$ cat config.mk
export PLATFORM = sky130hd
export DESIGN_NAME = fpmc_host
export DESIGN_NICKNAME = d
export VERILOG_FILES = /design/src/hdl/fpmc_pkg.sv /design/src/hdl/fpmc_host.sv
export SDC_FILE = /design/constraint.sdc
export NUM_CORES = 1
export LEC_CHECK = 0
export BUFFER_PORTS_ARGS = -buffer_cell sky130_fd_sc_hd__clkbuf_2
export CORE_MARGIN = 2
export CORE_UTILIZATION = 34
export DETAILED_ROUTE_END_ITERATION = 8
export HOLD_SLACK_MARGIN = 0.03
export PLACE_DENSITY = 0.64
export SLEW_MARGIN = 5
export SYNTH_ARGS = -nofsm -noshare
export SYNTH_HDL_FRONTEND = slang
export SYNTH_SLANG_ARGS = --single-unit
$ cat constraint.sdc
create_clock -name clk_sys -period 2.62 [get_ports clk_sys]
set_input_delay 0.393 -clock clk_sys [delete_from_list [all_inputs] [get_ports clk_sys]]
set_output_delay 0.393 -clock clk_sys [all_outputs]
set_load 0.01 [all_outputs]
$ cat src/hdl/fpmc_pkg.sv
package fpmc_pkg;

  // ****************************************
  // Widths
  // ****************************************
  localparam int unsigned ADDR_W = 18;
  localparam int unsigned DATA_W = 16;

  // ****************************************
  // Command codes and status bits
  // ****************************************
  localparam logic [7:0] CMD_READ_ARRAY  = 8'hff;
  localparam logic [7:0] CMD_READ_STATUS = 8'h70;
  localparam logic [7:0] CMD_CLR_STATUS  = 8'h50;
  localparam int unsigned STS_READY_BIT  = 7;

  // ****************************************
  // Timing
  // ****************************************
  localparam int unsigned CLK_PERIOD_PS    = 5000;
  localparam int unsigned PD_EXIT_DELAY_PS = 300000;
  localparam int unsigned PD_EXIT_CYC      = (PD_EXIT_DELAY_PS + CLK_PERIOD_PS - 1) / CLK_PERIOD_PS;
  localparam int unsigned PD_MIN_LOW_CYC   = 20;
  localparam int unsigned ACC_CYC          = 24;
  localparam int unsigned WR_CYC           = 16;
  localparam int unsigned GAP_CYC          = 4;
  localparam int unsigned CNT_W            = 8;

  // ****************************************
  // Request and answer carriers
  // ****************************************
  typedef enum logic [1:0] {
    FPMC_OP_READ   = 2'h0,
    FPMC_OP_WRITE  = 2'h1,
    FPMC_OP_STATUS = 2'h2
  } fpmc_op_t;

  typedef struct packed {
    fpmc_op_t            op;
    logic [ADDR_W-1:0]   addr;
    logic [DATA_W-1:0]   data;
  } fpmc_req_t;

  typedef struct packed {
    logic [DATA_W-1:0]   data;
    logic                ready_bit;
  } fpmc_rsp_t;

  typedef enum logic [5:0] {
    ST_POWERDOWN = 6'h01,
    ST_RECOVER   = 6'h02,
    ST_IDLE      = 6'h04,
    ST_READ      = 6'h08,
    ST_WRITE     = 6'h10,
    ST_GAP       = 6'h20
  } fpmc_state_t;

endpackage : fpmc_pkg

$ cat src/hdl/fpmc_host.sv
`timescale 1ns/1ps
`default_nettype none
module fpmc_host
  import fpmc_pkg::*;
#(
  parameter int unsigned PD_EXIT_CYCLES = PD_EXIT_CYC
) (
  input  wire logic              clk_sys,
  input  wire logic              sys_rst,
  input  wire logic              req_valid,
  input  wire fpmc_req_t         req,
  input  wire logic              powerdown_req,
  input  wire logic              supply_low,
  output logic                   req_ready,
  output logic                   rsp_valid,
  output fpmc_rsp_t              rsp,
  output logic                   busy_seen,
  output logic                   reset_powerdown_pin_n,
  output logic                   chip_sel_n,
  output logic                   out_en_n,
  output logic                   wr_strobe_n,
  output logic [ADDR_W-1:0]      addr_out,
  output logic [DATA_W-1:0]      dq_out,
  output logic                   dq_oe_n,
  input  wire logic [DATA_W-1:0] dq_in
);

  // ****************************************
  // Pin input synchronisers
  // ****************************************
  logic [DATA_W-1:0] dq_s1_q;
  logic [DATA_W-1:0] dq_s2_q;
  logic [1:0]        pd_s_q;
  logic [1:0]        lo_s_q;

  always_ff @(posedge clk_sys) begin
    dq_s1_q <= dq_in;
    dq_s2_q <= dq_s1_q;
    pd_s_q  <= {pd_s_q[0], powerdown_req};
    lo_s_q  <= {lo_s_q[0], supply_low};
  end

  logic hold_down;
  assign hold_down = pd_s_q[1] | lo_s_q[1];

  // ****************************************
  // Sequencer
  // ****************************************
  fpmc_state_t       st_q, st_d;
  logic [CNT_W+4:0]  cnt_q, cnt_d;
  fpmc_op_t          op_q, op_d;
  logic [ADDR_W-1:0] addr_q, addr_d;
  logic [DATA_W-1:0] wdat_q, wdat_d;
  logic              rp_n_q, rp_n_d;
  logic              ce_n_q, ce_n_d;
  logic              oe_n_q, oe_n_d;
  logic              we_n_q, we_n_d;
  logic              doe_n_q, doe_n_d;
  logic              rdy_q, rdy_d;
  logic              rv_q, rv_d;
  fpmc_rsp_t         rsp_q, rsp_d;
  logic              busy_q, busy_d;

  always_comb begin
    st_d    = st_q;
    cnt_d   = cnt_q;
    op_d    = op_q;
    addr_d  = addr_q;
    wdat_d  = wdat_q;
    rp_n_d  = rp_n_q;
    ce_n_d  = ce_n_q;
    oe_n_d  = oe_n_q;
    we_n_d  = we_n_q;
    doe_n_d = doe_n_q;
    rdy_d   = 1'b0;
    rv_d    = 1'b0;
    rsp_d   = rsp_q;
    busy_d  = busy_q;
    unique case (st_q)
      ST_POWERDOWN: begin
        // Device is off and ignores controls, so park them idle
        rp_n_d  = 1'b0;
        ce_n_d  = 1'b1;
        oe_n_d  = 1'b1;
        we_n_d  = 1'b1;
        doe_n_d = 1'b1;
        cnt_d   = cnt_q + 1'b1;
        if (!hold_down && cnt_q >= (CNT_W+5)'(PD_MIN_LOW_CYC)) begin
          rp_n_d = 1'b1;
          cnt_d  = '0;
          st_d   = ST_RECOVER;
        end
      end
      ST_RECOVER: begin
        // Device comes back in array-read mode after the exit delay
        cnt_d = cnt_q + 1'b1;
        if (hold_down) begin
          cnt_d = '0;
          st_d  = ST_POWERDOWN;
        end else if (cnt_q >= (CNT_W+5)'(PD_EXIT_CYCLES - 1)) begin
          cnt_d  = '0;
          busy_d = 1'b0;
          st_d   = ST_IDLE;
        end
      end
      ST_IDLE: begin
        if (hold_down) begin
          cnt_d = '0;
          st_d  = ST_POWERDOWN;
        end else if (req_valid) begin
          rdy_d  = 1'b1;
          op_d   = req.op;
          addr_d = req.addr;
          wdat_d = req.data;
          cnt_d  = '0;
          ce_n_d = 1'b0;
          if (req.op == FPMC_OP_WRITE) begin
            we_n_d  = 1'b0;
            doe_n_d = 1'b0;
            st_d    = ST_WRITE;
          end else begin
            oe_n_d = 1'b0;
            st_d   = ST_READ;
          end
        end
      end
      ST_READ: begin
        cnt_d = cnt_q + 1'b1;
        if (cnt_q >= (CNT_W+5)'(ACC_CYC - 1)) begin
          rv_d            = 1'b1;
          rsp_d.data      = dq_s2_q;
          rsp_d.ready_bit = dq_s2_q[STS_READY_BIT];
          if (op_q == FPMC_OP_STATUS)
            busy_d = ~dq_s2_q[STS_READY_BIT];
          ce_n_d = 1'b1;
          oe_n_d = 1'b1;
          cnt_d  = '0;
          st_d   = ST_GAP;
        end
      end
      ST_WRITE: begin
        // Data path holds each command; only a 0x40 setup needs a second write
        cnt_d = cnt_q + 1'b1;
        if (cnt_q >= (CNT_W+5)'(WR_CYC - 1)) begin
          we_n_d = 1'b1;
          cnt_d  = '0;
          st_d   = ST_GAP;
        end
      end
      ST_GAP: begin
        ce_n_d  = 1'b1;
        doe_n_d = 1'b1;
        cnt_d   = cnt_q + 1'b1;
        if (cnt_q >= (CNT_W+5)'(GAP_CYC - 1)) begin
          cnt_d = '0;
          st_d  = ST_IDLE;
        end
      end
      default: begin
        cnt_d = '0;
        st_d  = ST_POWERDOWN;
      end
    endcase
  end

  always_ff @(posedge clk_sys) begin
    if (sys_rst) begin
      st_q    <= ST_POWERDOWN;
      cnt_q   <= '0;
      op_q    <= FPMC_OP_READ;
      addr_q  <= '0;
      wdat_q  <= '0;
      rp_n_q  <= 1'b0;
      ce_n_q  <= 1'b1;
      oe_n_q  <= 1'b1;
      we_n_q  <= 1'b1;
      doe_n_q <= 1'b1;
      rdy_q   <= 1'b0;
      rv_q    <= 1'b0;
      rsp_q   <= '0;
      busy_q  <= 1'b0;
    end else begin
      st_q    <= st_d;
      cnt_q   <= cnt_d;
      op_q    <= op_d;
      addr_q  <= addr_d;
      wdat_q  <= wdat_d;
      rp_n_q  <= rp_n_d;
      ce_n_q  <= ce_n_d;
      oe_n_q  <= oe_n_d;
      we_n_q  <= we_n_d;
      doe_n_q <= doe_n_d;
      rdy_q   <= rdy_d;
      rv_q    <= rv_d;
      rsp_q   <= rsp_d;
      busy_q  <= busy_d;
    end
  end

  assign req_ready             = rdy_q;
  assign rsp_valid             = rv_q;
  assign rsp                   = rsp_q;
  assign busy_seen             = busy_q;
  assign reset_powerdown_pin_n = rp_n_q;
  assign chip_sel_n            = ce_n_q;
  assign out_en_n              = oe_n_q;
  assign wr_strobe_n           = we_n_q;
  assign addr_out              = addr_q;
  assign dq_out                = wdat_q;
  assign dq_oe_n               = doe_n_q;

endmodule : fpmc_host
`default_nettype wire

==> results of run 1 <==
==> routing by layer <==
layer  up-vias  routed length [um]  GRT usage, %
met5         -                   0             0
met4         0                 227          8.54
met3        18                 528          4.48
met2       113                4350          23.9
met1      1521                3990          18.0
li1       1668                   -             -
==> critical path, stage by stage, from the launching register on <==
cell and delay, ps:
dfxtp_1 370, or4_4 570, or4_4 430, or4_4 570, nand4_4 150, nand2_4 130
nor2_1 150
==> report_power, final <==
group	leakage [nW]	total, mW	internal (mW)	switching (mW)
Clock	0.296	2.42	1.59	0.829
Sequential	0.941	1.80	1.78	0.0161
Combinational	1.12	0.0911	0.0454	0.0457
==> cells in the mapped netlist, drive strengths merged (5+ instances only) <==
cell type    n
nor3         5
mux2i       16
nor2        47
xnor2        9
dfxtp      115
clkbuf      16
a21oi       44
nand2       88
and3         6
o21ai        6
or4          6
==> layout by cell type (no fill, tap or decap), types with 2 or more instances in the layout <==
cell	netlist	final
o211ai_1	2	2
inv_1	3	3
clkbuf_16	0	17
nand2_1	87	87
nand3_1	4	4
o21ai_0	6	6
clkinv_4	0	2
a21oi_1	44	44
o21a_1	2	2
or4_1	3	3
nand2b_1	3	3
nand4_1	2	2
nand4b_1	2	2
bufinv_16	0	4
nor3_1	5	5
nor4_1	3	3
or2_2	4	4
clkinvlp_4	0	4
a211o_1	2	2
mux2i_1	16	16
or4_4	3	3
clkinv_2	0	2
and2b_2	2	2
xnor2_1	9	9
xor2_1	3	3
and3b_1	2	2
ha_1	2	2
inv_6	0	3
nand3b_1	4	4
and3_1	4	4
dfxtp_1	115	115
nor2_1	47	46
and3_2	2	2
o31a_1	2	2
clkbuf_2	0	115
buf_4	1	8
==> final cells by class <==
cell class / count / share of cell area (%)
Clock inverter: 15 / 3.82
Timing Repair Buffer: 123 / 11.9
Tap cell: 143 / 3.36
Clock buffer: 17 / 7.98
Multi-Input combinational cell: 283 / 29.5
Sequential cell: 115 / 43.2
Inverter: 3 / 0.211
==> how the worst max path moves through the flow <==
| stage | startpoint | end | slack (ps) | cells past startpoint |
|---|---|---|---|---|
| 3_3_place_gp | cnt_q[8] | st_q[4] | 210 | 6 |
| 4_1_cts | cnt_q[8] | cnt_q[10] | 160 | 6 |
| 6_report | cnt_q[8] | cnt_q[10] | 170 | 6 |
| 5_1_grt | cnt_q[8] | cnt_q[10] | 60 | 6 |
| 3_5_place_dp | cnt_q[8] | cnt_q[10] | 160 | 6 |
| 2_1_floorplan | cnt_q[8] | cnt_q[3] | 260 | 7 |
==> logic make-up after synthesis <==
| logic type | count (synthesis) | synth area share, % |
|---|---|---|
| compound gates | 67 | 9.89 |
| xor+xnor | 12 | 2.65 |
| fa+ha+maj | 2 | 0.630 |
| buf+inv | 23 | 2.49 |
| flops | 115 | 57.9 |
| mux | 16 | 4.03 |
| simple gates | 186 | 22.4 |
==> metrics by stage <==
stage               util, %  instances
floorplan                 -        421
global placement       41.2        667
detailed placement     41.2        667
CTS                    46.7        699
global route           46.7        699
finish                 46.7        699
==> flip-flops by register name (all words and copies together), names as in the netlist <==
| signal | flops |
|---|---|
| lo_s_q | 2 |
| cnt_q | 13 |
| chip_sel_n | 1 |
| req_ready | 1 |
| reset_powerdown_pin_n | 1 |
| dq_s1_q | 16 |
| out_en_n | 1 |
| st_q | 6 |
| pd_s_q | 2 |
| dq_oe_n | 1 |
| op_q | 2 |
| rsp_valid | 1 |
| busy_seen | 1 |
| wr_strobe_n | 1 |
| dq_out | 16 |
| dq_s2_q | 16 |
| addr_out | 18 |
| rsp | 16 |
==> flow_summary_export.csv, run 1 <==
group,metric,value,unit
detailed_routing,wirelength,9100,um
placed_design,pre_cts_ws,157,ps
sta,setup_ws,167,ps
cts,root_buffer,"clkbuf_16",
placed_design,dp.final_hpwl,6390,um
synthesis,syn_avg_cell_area,9.44,um2
cts,cts-buffers-inserted,17,
finish,nNetsFinal,602,
power_and_ir_drop,totalPowerFinal,4.31,mW
floorplanning,num_rows,39,
critical_path,critPathMaxFanout,13,
global_route,grtUsageTotal,15.0,%
critical_path,arrival,2790,ps
sta,finClkSkew,10.2,ps
floorplanning,die_w,112,um
power_and_ir_drop,p_per_area,809,nW/um2
cts,clkLatencyLatePin,420,ps
sta,fmax,408,MHz
cts,postCtsSetupBuffers,0,
synthesis,netlist_area,3970,um2
hold_path,hold_path_class,"in -> reg",
sta,setup-tns-final,0,ps
run_status,status,"complete, no violations",
synthesis,yosys.area.top_type_share,57.9,%
critical_path,regToRegEndpoint,"cnt_q[10]",
global_route,antenna_found_initial,0,
power_and_ir_drop,total_leakage_power,2.36,nW
finish,seq_area,2300,um2
hold_path,hold_end,"dq_s1_q[15]",
synthesis,syn_inst,421,
cts,cts.sinks,115,
placed_design,port_buffers,115,
cts,hold_buffers,0,
detailed_routing,vias,3320,
finish,drive_above_1_share,31.1,%
placed_design,place_area,4700,um2
sta,maxSlewViolCount,0,
critical_path,reg2reg_depth,6,
finish,antenna_cells,0,
job,cap_violations,0,
sta,setup_violations,0,
cts,clockBufferDepth,2,
synthesis,synth_area_leaders,"dfxtp_1 58%, nand2_1 8.2%, a21oi_1 5.5%, nor2_1 4.4%, mux2i_1 4.0%",
hold_path,hold_depth,1,
finish,multi_input_area,1580,um2
sta,finalCritPeriodShare,93.6,%
global_route,overflow,0,
floorplanning,core,11400,um2
detailed_routing,drc,0,
sta,rsz0062_at_grt,"false",
synthesis,yosysWarnings,0,
finish,syn_to_final_growth,34.2,%
detailed_routing,firstDrtPassIters,4,
finish,nFillCells,1084,
global_route,grt_pass1_wl,15000,um
sta,max-slew-margin-rel,51.8,%
sta,hold-worst-slack,77.8,ps
synthesis,ys_async_sr_fraction,0,%
hold_path,hp-start,"dq_in[15]",
detailed_routing,vias_per_cell,4.75,
synthesis,syn-num-nets,480,
floorplanning,start_util,34.8,%
synthesis,yosysTopAreaCell,"dfxtp_1",
power_and_ir_drop,ir_drop,546,uV
floorplanning,die_area,12600,um2
detailed_routing,drt-wirelength-per-cell,13.0,um
critical_path,r2r_start,"cnt_q[8]",
sta,worst_pin_slew,724,ps
cts,clk_pin_slew,50,ps
critical_path,cp-end-kind,"flop",
critical_path,worstPathRequired,2960,ps
global_route,grt_pass1_vias,3198,
synthesis,synth_seq_cells,115,
floorplanning,die_h,112,um
floorplanning,ioPinCount,116,
synthesis,synth_edf_count,0,
detailed_routing,drt.antenna.violating_nets,0,
synthesis,synth_cell_types,51,
cts,htreeDepth,4,
detailed_routing,drt_iter0_drc,196,
cts,cts_resized,0,
sta,hold_viol_final,0,
critical_path,rrSetupSlack,170,ps
finish,design_area,5330,um2
synthesis,synth-seq-area-share,57.9,%
cts,cts_tree,"done",
synthesis,synthFlopType,"dfxtp_1",
global_route,grt_max_degree,38,
critical_path,start_kind,"flop",
critical_path,path_class,"reg -> reg",
placed_design,gp_congestion,0.814,
sta,period_needed,2450,ps
Power figures use the tool's default switching activity.
==> inputs of run 2 (changes only) <==
--- a/config.mk
+++ b/config.mk
@@ -5,12 +5,12 @@
 export SDC_FILE = /design/constraint.sdc
 export NUM_CORES = 1
 export LEC_CHECK = 0
+export ABC_CLOCK_PERIOD_IN_PS = 2200
 export BUFFER_PORTS_ARGS = -buffer_cell sky130_fd_sc_hd__clkbuf_2
-export CORE_MARGIN = 2
 export CORE_UTILIZATION = 34
 export DETAILED_ROUTE_END_ITERATION = 8
 export HOLD_SLACK_MARGIN = 0.03
-export PLACE_DENSITY = 0.64
+export PLACE_DENSITY = 0.66
 export SLEW_MARGIN = 5
 export SYNTH_ARGS = -nofsm -noshare
 export SYNTH_HDL_FRONTEND = slang
==> constraint.sdc (replaced) <==
create_clock -name clk_sys -period 2.2 [get_ports clk_sys]
set_input_delay 0.33 -clock clk_sys [delete_from_list [all_inputs] [get_ports clk_sys]]
set_output_delay 0.33 -clock clk_sys [all_outputs]
set_load 0.01 [all_outputs]
==> run 2 against run 1 <==
The run now ends with negative setup slack left; non-clock buffer count grew 35; clock skew increased by 2.4 ps; design area up 6.5%; critical path depth did not move; die area fell by 3.5%; register-to-register slack lost 210 ps; largest cell class unchanged; largest power group unchanged; highest routed layer unchanged.
==> flow_summary_export.csv, run 2 (synthesis gave the netlist of run 1 again) <==
group,metric,value,unit
run_status,status,"complete, but fails checks",
run_status,violations,"negative setup slack",
critical_path,arrival,2530,ps
floorplanning,die_area,12100,um2
cts,clkLatencyLatePin,410,ps
cts,clk_pin_slew,60,ps
hold_path,hp-start,"req[4]",
placed_design,place_area,4850,um2
critical_path,cp-end-kind,"flop",
finish,drive_above_1_share,33.0,%
detailed_routing,vias_per_cell,4.70,
floorplanning,die_h,110,um
floorplanning,start_util,34.8,%
cts,clockBufferDepth,2,
placed_design,dp.cells,683,
sta,period_needed,2240,ps
detailed_routing,wirelength,9410,um
sta,worst_pin_slew,512,ps
sta,setup_ws,-40.4,ps
cts,cts.sinks,115,
cts,cts-buffers-inserted,17,
floorplanning,core,11400,um2
finish,layout_common_cells,"115 x dfxtp_1, 115 x clkbuf_2, 87 x nand2_1, 44 x a21oi_1, 44 x nor2_1",
sta,hold_viol_final,0,
detailed_routing,vias,3451,
power_and_ir_drop,comb_power_share,2.8,%
finish,stdcell_count,734,
cts,htreeDepth,4,
power_and_ir_drop,p_per_area,890,nW/um2
detailed_routing,drt-wirelength-per-cell,12.8,um
global_route,grt_pass1_wl,14500,um
detailed_routing,drt.antenna.violating_nets,0,
detailed_routing,firstDrtPassIters,4,
hold_path,hold_path_class,"in -> reg",
power_and_ir_drop,p_int,3.99,mW
finish,largest_reg_flops,18,
global_route,grt_max_degree,38,
global_route,grtUsageTotal,15.8,%
placed_design,pre_cts_ws,-51.1,ps
placed_design,gp_congestion,0.824,
job,cap_violations,0,
power_and_ir_drop,switchingPower,1.06,mW
critical_path,critPathMaxFanout,6,
critical_path,worstPathRequired,2490,ps
floorplanning,num_rows,39,
power_and_ir_drop,pwr-share-seq,42.4,%
finish,design_area,5680,um2
finish,nNetsFinal,637,
floorplanning,ioPinCount,116,
placed_design,port_buffers,115,
global_route,grt_pass1_vias,3170,
sta,max-slew-margin-rel,65.6,%
finish,antenna_cells,0,
power_and_ir_drop,totalPowerFinal,5.05,mW
placed_design,dp.final_hpwl,6510,um
finish,syn_to_final_growth,42.9,%
global_route,overflow,0,
sta,maxSlewViolCount,0,
critical_path,path_class,"reg -> reg",
sta,rsz0062_at_grt,"true",
sta,setup-tns-final,-282,ps
detailed_routing,drc,0,
sta,setup_violations,17,
sta,finalCritPeriodShare,102,%
power_and_ir_drop,ir_drop,885,uV
floorplanning,die_w,110,um
power_and_ir_drop,total_leakage_power,2.51,nW
critical_path,crit_start,"cnt_q[11]",
sta,fmax,446,MHz
power_and_ir_drop,swShare,21.1,%
detailed_routing,drt_iter0_drc,173,
sta,finClkSkew,12.6,ps
cts,root_buffer,"clkbuf_16",
global_route,antenna_found_initial,0,
cts,cts_tree,"done",
power_and_ir_drop,pwr-share-clk,54.8,%
critical_path,r2r_start,"cnt_q[11]",
critical_path,start_kind,"flop",
==> run 2: changes by cell type in the layout (fill, tap and decap cells not counted), sizes merged <==
cell         before  now
buf               8   25
bufinv            4    3
clkinvlp          4    6
dlygate4sd3       0   18
inv               6    5
==> run 2: layer usage <==
metal,wire [um],GRT usage [%],vias to the layer above
met3,530,6.06,10
li1,-,-,1739
met2,4730,24.9,92
met5,0,0,-
met1,4000,18.9,1610
met4,155,7.89,0
==> run 2: timing repair <==
action | in CTS | in global routing
pin swaps | 2 | 0
setup buffers | 0 | 1
resized for setup | 1 | 7
hold buffers | 18 | 0
cloned | 0 | 0
setup endpoints to repair | 17 | 33
hold endpoints to repair | 18 | 0
==> run 2: worst paths after layout <==
| kind | to | depth (start not counted) | slack [ps] |
|---|---|---|---|
| setup / recovery | st_q[4] | 6 | -40 |
| hold / removal | dq_out[4] | 3 | 140 |
| setup reg to reg | st_q[4] | 6 | -40 |
| hold reg to reg | pd_s_q[1] | 0 | 320 |
==> run 2: critical path, cell delays in order, from the launching register on <==
cell and delay, ps:
dfxtp_1 310, or4_4 530, or4_4 430, or4_4 520, nand4_4 140, or3_2 150, a21oi_1 50
==> run 2: through the flow <==
stage / utilization [%] / hold slack, ps
detailed placement: 42.5 / 312
global placement: 42.5 / 310
finish: 49.7 / 144
CTS: 49.5 / 125
floorplan: - / 310
global route: 49.7 / 127
==> run 2: power groups by stage <==
stage	Clock [mW]	Combinational [mW]	Sequential [mW]
5_1_grt	2.92	0.156	2.14
4_1_cts	2.82	0.139	2.14
6_report	2.77	0.141	2.14
3_3_place_gp	0	0.111	2.18
2_1_floorplan	0	0.0511	2.18
3_5_place_dp	0	0.112	2.19
==> run 2: final cells by class <==
cell class	count	area, um2
fill	1068	5740
sequential	115	2300
multi-input combinational	283	1610
timing repair buffer	158	972
clock buffer	17	425
clock inverter	15	184
tap	143	179
inverter	3	11.3
==> inputs of run 3 (changes only) <==
--- a/config.mk
+++ b/config.mk
@@ -7,6 +7,7 @@
 export LEC_CHECK = 0
 export ABC_CLOCK_PERIOD_IN_PS = 2200
 export BUFFER_PORTS_ARGS = -buffer_cell sky130_fd_sc_hd__clkbuf_2
+export CORE_ASPECT_RATIO = 0.6
 export CORE_UTILIZATION = 34
 export DETAILED_ROUTE_END_ITERATION = 8
 export HOLD_SLACK_MARGIN = 0.03
==> run 3 against run 2 <==
Clock power decreased by 7.2%; sequential power about the same; register-to-register slack got worse by 30 ps; worst setup slack got worse by 29 ps; critical path type unchanged; combinational power increased by 6%; clock skew decreased by 3.8 ps; clock-buffer cell count increased by 1; utilization increased by 0.16 points; design area decreased by 0.40%; the run still ends with negative setup slack left; final cell count increased by 2.5%.
==> flow_summary_export.csv, run 3 (synthesis gave the netlist of run 1 again) <==
group,metric,value,unit
run_status,status,"complete, but fails checks",
run_status,violations,"negative setup slack",
floorplanning,start_util,35.1,%
detailed_routing,drt_iter0_drc,159,
cts,clockBufferDepth,2,
critical_path,path_class,"reg -> reg",
finish,nNetsFinal,638,
critical_path,critPathMaxFanout,6,
critical_path,rrSetupSlack,-70,ps
global_route,grt_pass1_wl,15900,um
global_route,grt_pass1_vias,3299,
sta,setup-tns-final,-795,ps
sta,setup_ws,-69.7,ps
sta,maxSlewViolCount,0,
finish,largest_reg_flops,18,
hold_path,hold_depth,3,
floorplanning,die_area,12100,um2
floorplanning,num_rows,30,
sta,period_needed,2270,ps
critical_path,cp_slowest_cell,"or4_4",
cts,root_buffer,"clkbuf_16",
global_route,overflow,0,
sta,setup_violations,17,
placed_design,dp.final_hpwl,6810,um
critical_path,slowest_delay,540,ps
cts,clk_pin_slew,60,ps
global_route,grtUsageTotal,17.2,%
cts,clkLatencyLatePin,410,ps
critical_path,cp-end-kind,"flop",
detailed_routing,vias,3513,
sta,finalCritPeriodShare,103,%
finish,design_area,5660,um2
sta,worst_pin_slew,483,ps
finish,final_common_cell,"clkbuf_2",
placed_design,port_buffers,115,
critical_path,arrival,2550,ps
detailed_routing,firstDrtPassIters,4,
critical_path,r2r_start,"cnt_q[11]",
sta,hold_viol_final,0,
critical_path,reg2reg_depth,6,
detailed_routing,drc,0,
floorplanning,die_h,85.7,um
finish,syn_to_final_growth,42.3,%
placed_design,place_area,4870,um2
finish,nFillCells,1029,
global_route,grt_max_degree,38,
critical_path,start_kind,"flop",
detailed_routing,vias_per_cell,4.67,
sta,rsz0062_at_grt,"true",
hold_path,hold_path_class,"in -> reg",
placed_design,gp_congestion,0.877,
finish,multi_input_area,1610,um2
job,cap_violations,0,
cts,cts.sinks,115,
floorplanning,core,11300,um2
detailed_routing,drt-wirelength-per-cell,13.2,um
critical_path,cp-endpoint,"st_q[4]",
sta,finClkSkew,8.83,ps
sta,hold-worst-slack,139,ps
placed_design,pre_cts_ws,-62.7,ps
power_and_ir_drop,ir_drop,628,uV
detailed_routing,drt.antenna.violating_nets,0,
power_and_ir_drop,p_per_area,859,nW/um2
cts,cts-buffers-inserted,17,
sta,max-slew-margin-rel,67.4,%
cts,cts_tree,"done",
power_and_ir_drop,total_leakage_power,2.52,nW
critical_path,regToRegEndpoint,"st_q[4]",
critical_path,crit_top_cell,"or4_4",
critical_path,path_cells,"or4_4 > or4_4 > or4_4 > nand4_4 > or3_4 > a21oi_2",
cts,htreeDepth,4,
finish,seq_area,2300,um2
critical_path,worstPathRequired,2480,ps
floorplanning,die_w,142,um
finish,drive_above_1_share,33.3,%
detailed_routing,wirelength,9960,um
critical_path,crit_start,"cnt_q[11]",
global_route,antenna_found_initial,0,
sta,fmax,441,MHz
finish,antenna_cells,0,
floorplanning,ioPinCount,116,
finish,layout_common_cells,"115 x clkbuf_2, 114 x dfxtp_1, 87 x nand2_1, 43 x a21oi_1, 43 x nor2_1",
[run 3: per-layer routing]
layer	up-vias	track usage, %	routed length (um)
met2	120	25.5	4390
met5	-	0	0
li1	1736	-	-
met4	0	7.33	160
met1	1638	22.5	4770
met3	19	6.14	638
[run 3: worst min-delay path by stage]
| stage | startpoint | end | slack (ps) |
|---|---|---|---|
| 2_1_floorplan | dq_s1_q[0] | dq_s2_q[0] | 310 |
| 3_5_place_dp | dq_s1_q[2] | dq_s2_q[2] | 310 |
| 6_report | req[28] | addr_out[12] | 140 |
| 4_1_cts | req[3] | dq_out[3] | 120 |
| 5_1_grt | req[3] | dq_out[3] | 120 |
| 3_3_place_gp | dq_s1_q[10] | dq_s2_q[10] | 310 |
[run 3: where the power goes]
part | total [mW] | internal [mW] | switching, mW
logic | 0.149 | 0.0814 | 0.0679
clock network | 2.57 | 1.51 | 1.06
registers | 2.14 | 2.12 | 0.0157
total | 4.86 | 3.71 | 1.15
[run 3: layout make-up]
class / instances / area share, %
Clock buffer: 18 / 7.76
Clock inverter: 14 / 2.15
Inverter: 3 / 0.199
Multi-Input combinational cell: 283 / 28.4
Sequential cell: 115 / 40.7
Tap cell: 160 / 3.54
Timing Repair Buffer: 159 / 17.3
[run 3: timing repair]
item,4_1_cts,5_1_grt
buffers inserted,0,2
endpoints found under the setup margin,17,19
hold buffers,18,0
pin swaps,2,1
resized for setup,1,7
endpoints found under the hold margin,18,0
[run 3: critical path: cells and delay by family, from the launching register on]
family             cells  cell delay, ps
DFF                    1             320
and+or+nand+nor        5            1790
AOI/OAI and AO/OA      1              40
[run 3: through the flow]
| stage | total power [mW] | utilization, % | cells |
|---|---|---|---|
| 6_report | 4.86 | 49.9 | 752 |
| 5_1_grt | 5.05 | 49.9 | 752 |
| 4_1_cts | 4.91 | 49.6 | 750 |
| 3_5_place_dp | 2.31 | 43.0 | 700 |
| 3_3_place_gp | 2.30 | 43.0 | 700 |
| 2_1_floorplan | 2.23 | - | 421 |
